### config.mk
export PLATFORM = sky130hd
export DESIGN_NAME = program_flow_sequencer
export DESIGN_NICKNAME = d
export VERILOG_FILES = /design/src/shared/flow_seq_pkg.sv /design/src/program_flow_sequencer.sv
export SDC_FILE = /design/constraint.sdc
export NUM_CORES = 1
export LEC_CHECK = 0
export BUFFER_PORTS_ARGS = -buffer_cell sky130_fd_sc_hd__buf_2
export CAP_MARGIN = 20
export CORE_ASPECT_RATIO = 0.8
export CORE_MARGIN = 2
export CORE_UTILIZATION = 54
export DETAILED_ROUTE_END_ITERATION = 6
export GPL_ROUTABILITY_DRIVEN = 0
export HOLD_SLACK_MARGIN = 0.08
export PLACE_DENSITY = 0.77
export SLEW_MARGIN = 0
export SYNTH_ARGS = -nofsm -noshare
export SYNTH_HDL_FRONTEND = slang
export SYNTH_SLANG_ARGS = --single-unit
### constraint.sdc
create_clock -name core_clk_in -period 5.5 [get_ports core_clk_in]
set_input_delay 0.55 -clock core_clk_in [delete_from_list [all_inputs] [get_ports core_clk_in]]
set_output_delay 0.55 -clock core_clk_in [all_outputs]
set_load 0.05 [all_outputs]
### src/shared/flow_seq_pkg.sv
// ---------------------------------------------------------------
// Program-flow sequencer shared definitions
// ---------------------------------------------------------------
package flow_seq_pkg;

	// Instruction numbers handled here
	localparam logic [7:0] OP_JUMP_ALWAYS = 8'h16;
	localparam logic [7:0] OP_CALL_SUBROUTINE = 8'h17;
	localparam logic [7:0] OP_RETURN_SUBROUTINE = 8'h18;
	localparam logic [7:0] OP_WAIT = 8'h1B;

	// Wait condition types
	localparam logic [7:0] WAIT_TICKS = 8'h00;
	localparam logic [7:0] WAIT_TARGET_REACHED = 8'h01;
	localparam logic [7:0] HOME_SWITCH_WAIT = 8'h02;
	localparam logic [7:0] END_SWITCH_WAIT = 8'h03;
	localparam logic [7:0] HOMING_DONE_WAIT = 8'h04;

	// Value that selects the accumulator as tick count
	localparam logic [31:0] TICKS_FROM_ACC = 32'hFFFF_FFFF;

	// Condition code of the conditional jump that tests the timeout flag
	localparam logic [7:0] COND_TIMEOUT_ERROR = 8'h08;

	// Return stack
	localparam int STACK_DEPTH = 8;
	localparam logic [3:0] STACK_FULL = 4'h8;
	localparam logic [3:0] STACK_EMPTY = 4'h0;

	// Motors served
	localparam int NUM_MOTORS = 3;

	// Tick timing: 10 ms at a 50 MHz clock
	localparam int TICK_MS = 10;
	localparam int CLK_KHZ = 50000;
	localparam int TICK_CYCLES_DEF = TICK_MS * CLK_KHZ;

	// PC reset value and step
	localparam logic [31:0] PC_RESET = 32'h0000_0000;
	localparam logic [31:0] PC_STEP = 32'h0000_0001;

	// One stored instruction
	typedef struct packed {
		logic [7:0] opcode;
		logic [7:0] itype;
		logic [7:0] motor;
		logic [31:0] value;
	} instr_t;

	// Per-motor event levels
	typedef struct packed {
		logic [NUM_MOTORS-1:0] pos_reached;
		logic [NUM_MOTORS-1:0] home_switch;
		logic [NUM_MOTORS-1:0] end_switch;
		logic [NUM_MOTORS-1:0] homing_done;
	} motor_status_t;

endpackage : flow_seq_pkg

### src/program_flow_sequencer.sv
`timescale 1ns/1ps

// Functional notes
// - Jump always loads value field into PC
// - Call pushes PC plus one, then jumps to value
// - Return stack holds eight entries maximum
// - Call on full stack has no effect
// - Return pops last saved entry into PC
// - Return on empty stack is ignored
// - Flow instructions act only in standalone mode
// - Wait type 0 waits value ticks
// - PC stays on wait while pending
// - Wait type 1 waits target reached
// - Wait type 2 waits home switch
// - Wait type 3 waits end switch
// - Wait type 4 waits homing done
// - Event wait timeout; zero disables it
// - Value minus one uses accumulator count
// - Timeout sets sticky flag, cleared by instruction
// - One tick is ten milliseconds
// - Condition code 8 tests timeout flag
module program_flow_sequencer #(
	parameter int TICK_CYCLES = flow_seq_pkg::TICK_CYCLES_DEF
) (
	input wire logic core_clk_in,
	input wire logic srst_in,
	input wire logic standalone_in,
	input wire logic instr_valid_in,
	input wire flow_seq_pkg::instr_t instr_in,
	input wire logic [31:0] pc_in,
	input wire logic [31:0] accumulator_in,
	input wire flow_seq_pkg::motor_status_t motor_status_in,
	input wire logic clear_error_in,
	input wire logic [7:0] cond_type_in,
	output logic ready_out,
	output logic done_out,
	output logic [31:0] pc_out,
	output logic waiting_out,
	output logic timeout_error_flag_out,
	output logic flag_cond_met_out
);
	import flow_seq_pkg::*;

	typedef enum logic { ST_IDLE, ST_WAIT } state_t;

	// ---------------------------------------------------------------
	// State
	// ---------------------------------------------------------------
	state_t state_ff, nxt_state;
	logic [31:0] stack_ff [STACK_DEPTH];
	logic [3:0] depth_ff, nxt_depth;
	logic [31:0] pc_ff, nxt_pc;
	logic done_ff, nxt_done;
	logic flag_ff, nxt_flag;
	logic [31:0] ticks_ff, nxt_ticks;
	logic [31:0] presc_ff, nxt_presc;
	logic [7:0] wtype_ff, nxt_wtype;
	logic [7:0] wmotor_ff, nxt_wmotor;
	logic tmo_en_ff, nxt_tmo_en;

	// ---------------------------------------------------------------
	// Decode
	// ---------------------------------------------------------------
	wire accept = instr_valid_in && ready_out;
	wire active = accept && standalone_in;
	wire is_jump = active && instr_in.opcode == OP_JUMP_ALWAYS;
	wire is_call = active && instr_in.opcode == OP_CALL_SUBROUTINE;
	wire is_ret = active && instr_in.opcode == OP_RETURN_SUBROUTINE;
	wire is_wait = active && instr_in.opcode == OP_WAIT;
	wire stack_full = depth_ff == STACK_FULL;
	wire stack_empty = depth_ff == STACK_EMPTY;
	wire [31:0] pc_seq = pc_in + PC_STEP;
	wire [2:0] top_idx = 3'(depth_ff - 4'h1);
	wire [31:0] top_entry = stack_ff[top_idx];
	wire do_push = is_call && !stack_full;
	wire do_pop = is_ret && !stack_empty;

	// Tick count source: literal or accumulator
	wire [31:0] wait_amount = (instr_in.value == TICKS_FROM_ACC) ?
		accumulator_in : instr_in.value;

	// ---------------------------------------------------------------
	// Wait condition evaluation
	// ---------------------------------------------------------------
	wire motor_ok = wmotor_ff < 8'(NUM_MOTORS);
	wire [1:0] midx = wmotor_ff[1:0];
	wire ev_pos = motor_ok && motor_status_in.pos_reached[midx];
	wire ev_home = motor_ok && motor_status_in.home_switch[midx];
	wire ev_end = motor_ok && motor_status_in.end_switch[midx];
	wire ev_hdone = motor_ok && motor_status_in.homing_done[midx];
	wire is_event_type = wtype_ff == WAIT_TARGET_REACHED ||
		wtype_ff == HOME_SWITCH_WAIT || wtype_ff == END_SWITCH_WAIT ||
		wtype_ff == HOMING_DONE_WAIT;
	wire event_hit = (wtype_ff == WAIT_TARGET_REACHED && ev_pos) ||
		(wtype_ff == HOME_SWITCH_WAIT && ev_home) ||
		(wtype_ff == END_SWITCH_WAIT && ev_end) ||
		(wtype_ff == HOMING_DONE_WAIT && ev_hdone);

	// Tick prescaler; one pulse every tick period
	wire tick_pulse = presc_ff == 32'(TICK_CYCLES - 1);
	wire count_on = (wtype_ff == WAIT_TICKS) || tmo_en_ff;
	wire count_out = (ticks_ff == 32'h0000_0000) ||
		(tick_pulse && ticks_ff == 32'h0000_0001);
	wire in_wait = state_ff == ST_WAIT;
	wire tick_done = in_wait && wtype_ff == WAIT_TICKS && count_out;
	wire cond_done = in_wait && is_event_type && event_hit;
	wire tmo_expire = in_wait && is_event_type && !event_hit &&
		tmo_en_ff && count_out;
	wire bad_type = in_wait && !is_event_type && wtype_ff != WAIT_TICKS;
	wire wait_end = tick_done || cond_done || tmo_expire || bad_type;

	// Handshake and status outputs
	assign ready_out = state_ff == ST_IDLE;
	assign waiting_out = in_wait;
	assign done_out = done_ff;
	assign pc_out = pc_ff;
	assign timeout_error_flag_out = flag_ff;
	assign flag_cond_met_out = (cond_type_in == COND_TIMEOUT_ERROR) &&
		flag_ff;

	// ---------------------------------------------------------------
	// Next-state logic
	// ---------------------------------------------------------------
	always_comb
	begin
		nxt_state = state_ff;
		nxt_depth = depth_ff;
		nxt_pc = pc_ff;
		nxt_done = 1'b0;
		nxt_ticks = ticks_ff;
		nxt_presc = presc_ff;
		nxt_wtype = wtype_ff;
		nxt_wmotor = wmotor_ff;
		nxt_tmo_en = tmo_en_ff;
		// Timeout flag: set wins over clear
		nxt_flag = (flag_ff && !clear_error_in) || tmo_expire;
		unique case (state_ff)
			ST_WAIT:
			begin
				if (wait_end)
				begin
					nxt_state = ST_IDLE;
					nxt_done = 1'b1;
					nxt_pc = pc_ff + PC_STEP;
				end
				else if (count_on)
				begin
					nxt_presc = tick_pulse ? 32'h0000_0000 :
						presc_ff + 32'h0000_0001;
					if (tick_pulse)
						nxt_ticks = ticks_ff - 32'h0000_0001;
				end
			end
			ST_IDLE:
			begin
				if (accept)
				begin
					nxt_done = 1'b1;
					nxt_pc = pc_seq;
					if (is_jump)
						nxt_pc = instr_in.value;
					if (do_push)
					begin
						nxt_pc = instr_in.value;
						nxt_depth = depth_ff + 4'h1;
					end
					if (do_pop)
					begin
						nxt_pc = top_entry;
						nxt_depth = depth_ff - 4'h1;
					end
					if (is_wait)
					begin
						// Hold PC on the wait and load the counter
						nxt_done = 1'b0;
						nxt_pc = pc_in;
						nxt_state = ST_WAIT;
						nxt_ticks = wait_amount;
						nxt_presc = 32'h0000_0000;
						nxt_wtype = instr_in.itype;
						nxt_wmotor = instr_in.motor;
						nxt_tmo_en = wait_amount != 32'h0000_0000;
					end
				end
			end
		endcase
	end

	// ---------------------------------------------------------------
	// Registers
	// ---------------------------------------------------------------
	// Control state with reset
	always_ff @(posedge core_clk_in)
	begin
		if (srst_in)
		begin
			state_ff <= ST_IDLE;
			depth_ff <= STACK_EMPTY;
			pc_ff <= PC_RESET;
			done_ff <= 1'b0;
			flag_ff <= 1'b0;
			ticks_ff <= 32'h0000_0000;
			presc_ff <= 32'h0000_0000;
			wtype_ff <= 8'h00;
			wmotor_ff <= 8'h00;
			tmo_en_ff <= 1'b0;
		end
		else
		begin
			state_ff <= nxt_state;
			depth_ff <= nxt_depth;
			pc_ff <= nxt_pc;
			done_ff <= nxt_done;
			flag_ff <= nxt_flag;
			ticks_ff <= nxt_ticks;
			presc_ff <= nxt_presc;
			wtype_ff <= nxt_wtype;
			wmotor_ff <= nxt_wmotor;
			tmo_en_ff <= nxt_tmo_en;
		end
	end

	// Return address storage; depth guards validity
	always_ff @(posedge core_clk_in)
	begin
		if (do_push)
			stack_ff[depth_ff[2:0]] <= pc_seq;
	end

	// ---------------------------------------------------------------
	// Assertions
	// ---------------------------------------------------------------
	a_jump_target: assert property (@(posedge core_clk_in)
		disable iff (srst_in)
		is_jump |=> done_ff && pc_ff == $past(instr_in.value))
		else $error("jump did not load target");

	a_call_push: assert property (@(posedge core_clk_in)
		disable iff (srst_in)
		do_push |=> depth_ff == $past(depth_ff) + 4'h1 &&
			pc_ff == $past(instr_in.value))
		else $error("call did not push and jump");

	a_stack_bound: assert property (@(posedge core_clk_in)
		disable iff (srst_in)
		depth_ff <= STACK_FULL)
		else $error("return stack deeper than eight");

	a_call_full: assert property (@(posedge core_clk_in)
		disable iff (srst_in)
		is_call && stack_full |=> depth_ff == STACK_FULL &&
			pc_ff == $past(pc_seq))
		else $error("call on full stack took effect");

	a_return_pop: assert property (@(posedge core_clk_in)
		disable iff (srst_in)
		do_pop |=> pc_ff == $past(top_entry) &&
			depth_ff == $past(depth_ff) - 4'h1)
		else $error("return did not pop");

	a_return_empty: assert property (@(posedge core_clk_in)
		disable iff (srst_in)
		is_ret && stack_empty |=> depth_ff == STACK_EMPTY &&
			pc_ff == $past(pc_seq))
		else $error("return on empty stack took effect");

	a_direct_ignored: assert property (@(posedge core_clk_in)
		disable iff (srst_in)
		accept && !standalone_in |=> done_ff && !in_wait &&
			$stable(depth_ff) && pc_ff == $past(pc_seq))
		else $error("flow instruction acted in direct mode");

	a_wait_hold: assert property (@(posedge core_clk_in)
		disable iff (srst_in)
		in_wait && !wait_end |=> in_wait && $stable(pc_ff) && !done_ff)
		else $error("pc moved during pending wait");

	a_wait_entry: assert property (@(posedge core_clk_in)
		disable iff (srst_in)
		is_wait |=> in_wait && ticks_ff == $past(wait_amount) &&
			pc_ff == $past(pc_in))
		else $error("wait entry did not load counter");

	a_event_release: assert property (@(posedge core_clk_in)
		disable iff (srst_in)
		cond_done |=> done_ff && !in_wait &&
			flag_ff == $past(flag_ff && !clear_error_in))
		else $error("event did not end wait");

	a_timeout_set: assert property (@(posedge core_clk_in)
		disable iff (srst_in)
		tmo_expire |=> flag_ff && done_ff)
		else $error("timeout did not set flag");

	a_flag_sticky: assert property (@(posedge core_clk_in)
		disable iff (srst_in)
		flag_ff && !clear_error_in |=> flag_ff)
		else $error("timeout flag lost without clear");

	a_tick_count: assert property (@(posedge core_clk_in)
		disable iff (srst_in)
		in_wait && tick_pulse && !wait_end |=>
			ticks_ff == $past(ticks_ff) - 32'h0000_0001 &&
			presc_ff == 32'h0000_0000)
		else $error("tick count did not step");

	a_no_timeout: assert property (@(posedge core_clk_in)
		disable iff (srst_in)
		in_wait && is_event_type && !tmo_en_ff && !event_hit
			|=> in_wait && !done_ff)
		else $error("event wait ended without event");

	a_flag_cond: assert property (@(posedge core_clk_in)
		disable iff (srst_in)
		tmo_expire && cond_type_in == COND_TIMEOUT_ERROR
			|=> flag_cond_met_out || cond_type_in != COND_TIMEOUT_ERROR)
		else $error("condition 8 missed timeout flag");

	a_tick_hold: assert property (@(posedge core_clk_in)
		disable iff (srst_in)
		in_wait && wtype_ff == WAIT_TICKS && ticks_ff > 32'h0000_0001
			|=> in_wait && !done_ff)
		else $error("tick wait ended early");

	a_acc_source: assert property (@(posedge core_clk_in)
		disable iff (srst_in)
		is_wait && instr_in.value == TICKS_FROM_ACC
			|=> ticks_ff == $past(accumulator_in))
		else $error("wait did not take accumulator count");

	a_timeout_end: assert property (@(posedge core_clk_in)
		disable iff (srst_in)
		tmo_expire |=> !in_wait && pc_ff == $past(pc_ff) + PC_STEP)
		else $error("timeout did not resume program");

	a_home_release: assert property (@(posedge core_clk_in)
		disable iff (srst_in)
		in_wait && wtype_ff == HOME_SWITCH_WAIT && motor_ok &&
			motor_status_in.home_switch[midx] |=> done_ff && !in_wait)
		else $error("home switch did not end wait");

	a_end_release: assert property (@(posedge core_clk_in)
		disable iff (srst_in)
		in_wait && wtype_ff == END_SWITCH_WAIT && motor_ok &&
			motor_status_in.end_switch[midx] |=> done_ff && !in_wait)
		else $error("end switch did not end wait");

	a_homing_release: assert property (@(posedge core_clk_in)
		disable iff (srst_in)
		in_wait && wtype_ff == HOMING_DONE_WAIT && motor_ok &&
			motor_status_in.homing_done[midx] |=> done_ff && !in_wait)
		else $error("homing done did not end wait");

	a_flag_clear: assert property (@(posedge core_clk_in)
		disable iff (srst_in)
		clear_error_in && !tmo_expire |=> !flag_ff)
		else $error("clear did not drop timeout flag");

endmodule : program_flow_sequencer

==> run_results.csv <==
group,metric,value,unit
critical_path,crit_type,"flip-flop to flip-flop",
floorplanning,die_h,171.2,um
layout,num_antenna_cells,0,
critical_path,rr_worst_depth,9,
pwr,power.share.combinational,6.4,%
drt,vias,15800,
clock_tree,post_cts_buffers,0,
layout,n_fill_cell,2670,
grt,grt_max_degree,81,
sta,period_share,67.06,%
sta,skew,16.37,ps
pwr,p_clk_share,42.1,%
synthesis,yosys_warnings,0,
pwr,seqPwrFrac,51.6,%
sta,hold_viol_final,0,
grt,grt_use_total,30.67,%
layout,nets,1983,
sta,max_slew_margin,29.12,%
critical_path,end_kind,"flip-flop",
synthesis,synth_cell_types,81,
floorplanning,core,34570,um^2
synthesis,synth.cell_area,18880,um^2
sta,timing.fmax,0.2711,GHz
layout,area_growth,13.78,%
synthesis,syn-num-nets,1834,
critical_path,critPathArrivalTime,4110,ps
grt,grt.overflow.total,0,
drt,route.detailed.drc,12,
sta,rsz0062_at_grt,"false",
floorplanning,rows,61,
floorplanning,die_area,36480,um^2
placement,dp_cells,2262,
drt,final_antenna_net_count,0,
clock_tree,cts_tree,"done",
synthesis,synth-edff-count,256,
clock_tree,path_clk_slew,70,ps
drt,drt_iter0_drc,2649,
drt,first_pass_iters,7,
clock_tree,clock_sinks,376,
critical_path,crit_path_max_fanout,39,
sta,finalSetupViolCount,0,
pwr,p_leak,7.485,nW
clock_tree,cts_htree_levels,2,
drt,wl_per_cell,24.31,um
floorplanning,die_w,213.1,um
sta,worst_pin_slew,1059,ps
clock_tree,holdBufCountCts,0,
clock_tree,cts_max_path_buffers,3,
pwr,peakVddDrop,0.1911,mV
clock_tree,clkLatencyLatePin,550,ps
sta,totalNegativeSetupSlack,0,ps
pwr,p_int,0.004540,W
placement,hpwl,37.98,mm
critical_path,startpoint_type,"flip-flop",
clock_tree,numCtsBuffers,38,
layout,drive_above_1_share,19.43,%
placement,io_buffer_count,181,
layout,instances_no_fill,2330,
grt,antenna_found_initial,1,
clock_tree,post_cts_resized,0,
grt,grt_pass1_vias,14450,
status,violations,"design-rule violations",
grt,grt_pass1_wl,84.77,mm
floorplanning,ios,182,
sta,fin_crit,3688,ps
sta,drv_slew,0,
floorplanning,start_util,54.61,%
synthesis,avgSynthCellArea,11.23,um^2
synthesis,syn_inst,1681,
synthesis,synthArstFlopShare,0,%
flow_run,cap_violations,0,
synthesis,synthFlopType,"edfxtp_1",
drt,via_per_inst,6.780,
synthesis,ys_seq_area_share,53.44,%
hold_path,min_path_cells,3,
drt,wl,56.64,mm
clock_tree,cts_root_buf,"clkbuf_16",
status,outcome,"finished with violations",
critical_path,crit_required,5920,ps
pwr,p_per_area,276.3,nW/um^2
pwr,p_switching,0.001395,W
hold_path,min_path_type,"input port to flip-flop",
synthesis,ys_ff_latch,376,
pwr,switching_share,23.50,%
worst max-delay path, stage by stage (launching register included):
cell and delay (ps):
dfxtp_4 630, inv_1 270, ha_2 870, buf_12 330, mux4_2 360, nor2b_1 160, a211oi_1 370, a211oi_1 130
a2111oi_2 300, nor3_1 90
Yosys cell counts (7+ instances only):
cell / instances / share of area [%]
a211oi_1: 18 / 0.72
a21oi_1: 107 / 2.8
a22oi_1: 12 / 0.48
a311oi_1: 14 / 0.65
a31oi_1: 12 / 0.40
and2_1: 8 / 0.27
and3_1: 16 / 0.53
and4_1: 12 / 0.56
buf_1: 15 / 0.30
buf_2: 17 / 0.45
clkbuf_1: 69 / 1.4
dfxtp_1: 120 / 13
edfxtp_1: 256 / 41
ha_1: 8 / 0.53
inv_1: 26 / 0.52
mux2_2: 11 / 0.66
mux2i_1: 77 / 4.1
mux4_2: 60 / 7.2
nand2_1: 134 / 2.7
nand2b_1: 7 / 0.23
nand3_1: 68 / 1.8
nand3b_1: 18 / 0.72
nand4_1: 47 / 1.6
nand4b_1: 10 / 0.46
nor2_1: 125 / 2.5
nor2b_1: 9 / 0.30
nor3_1: 46 / 1.2
nor4_1: 45 / 1.5
o211a_1: 8 / 0.42
o211ai_1: 11 / 0.44
o21a_1: 11 / 0.44
o21ai_0: 94 / 2.5
o21ai_1: 11 / 0.29
o22ai_1: 11 / 0.36
o32ai_1: 12 / 0.56
or3_1: 10 / 0.33
or4_1: 15 / 0.60
xnor2_1: 28 / 1.3
xor2_1: 18 / 0.83
layout by cell type (no fill, tap or decap), types with 8 or more instances in the layout:
cell type and count:
edfxtp_1 256, buf_2 180, nand2_1 134, nor2_1 122
dfxtp_1 118, a21oi_1 107, o21ai_0 94, mux2i_1 77
nand3_1 68, mux4_2 60, nand4_1 47, nor4_1 43
nor3_1 42, clkbuf_16 39, buf_4 30, xnor2_1 28
inv_1 26, nand3b_1 18, a211oi_1 18, xor2_1 17
and3_1 16, or4_1 15, a311oi_1 14, and4_1 12
a31oi_1 12, a22oi_1 12, o32ai_1 12, o21a_1 11
o211ai_1 11, o21ai_1 11, mux2_2 11, o22ai_1 11
or3_1 10, nand4b_1 10, clkbuf_1 10, nor2b_1 9
and2_1 8, o211a_1 8, clkinv_1 8
path summary, 6_finish.rpt:
| check | from | endpoint | slack (ps) |
|---|---|---|---|
| worst max register to register | depth_ff[0] | pc_out[0] | 1810 |
| worst min register to register | wmotor_ff[3] | wmotor_ff[3] | 450 |
| worst max-delay path | depth_ff[0] | pc_out[0] | 1810 |
| worst min-delay path | instr_in[42] | wtype_ff[2] | 250 |
routing by layer:
metal,wire (um),part of all wire [%],vias up,track usage (%)
met5,18,0.032,-,0
met4,2650,4.7,2,13.04
met3,7330,13,195,7.121
met2,24210,43,1144,44.71
met1,22430,40,7585,44.16
li1,-,-,6871,-
power by group through the flow:
stage | clock (W) | combinational, W | sequential [W]
2_1_floorplan | 0 | 0.000137 | 0.00317
3_3_place_gp | 0 | 0.000357 | 0.00312
3_5_place_dp | 0 | 0.000363 | 0.00312
4_1_cts | 0.00252 | 0.000365 | 0.00306
5_1_grt | 0.00264 | 0.000394 | 0.00306
6_report | 0.00250 | 0.000377 | 0.00306
final cells by class:
type	count	area (um^2)	area share (%)
Clock buffer	52	1055	4.910
Clock inverter	16	123.9	0.5766
Inverter	27	101.3	0.4718
Multi-Input combinational cell	1176	8368	38.95
Sequential cell	376	10100	47.00
Tap cell	472	590.6	2.749
Timing Repair Buffer	211	1146	5.335
flip-flops by register name, summed over array words and instances, names as in the netlist:
signal and flops:
stack_ff 256, pc_out 32, presc_ff 32, ticks_ff 32, wmotor_ff 8, wtype_ff 8
depth_ff 4, done_out 1, timeout_error_flag_out 1, tmo_en_ff 1, waiting_out 1
stage by stage:
step | hold WS (ps) | power (W) | area, um^2 | setup slack (ps) | util, %
after floorplan | 431.5 | 0.003306 | 18880 | 367.8 | -
after global placement | 438.6 | 0.003477 | 20300 | 1955 | 58.72
after detailed placement | 446.1 | 0.003484 | 20300 | 1860 | 58.72
after CTS | 237.0 | 0.005943 | 21480 | 1782 | 62.13
after global routing | 254.0 | 0.006092 | 21480 | 1574 | 62.13
final | 246.9 | 0.005935 | 21480 | 1812 | 62.13
logic make-up after synthesis:
group	synth area share (%)
flip-flops	53.44
AND/OR/NAND/NOR	16.57
multiplexers	11.90
buffers and inverters	2.697
XOR/XNOR	2.134
AO/OA/AOI/OAI	12.73
adder cells (fa/ha/maj)	0.5302
No activity file was read; power rests on OpenSTA's default activity.
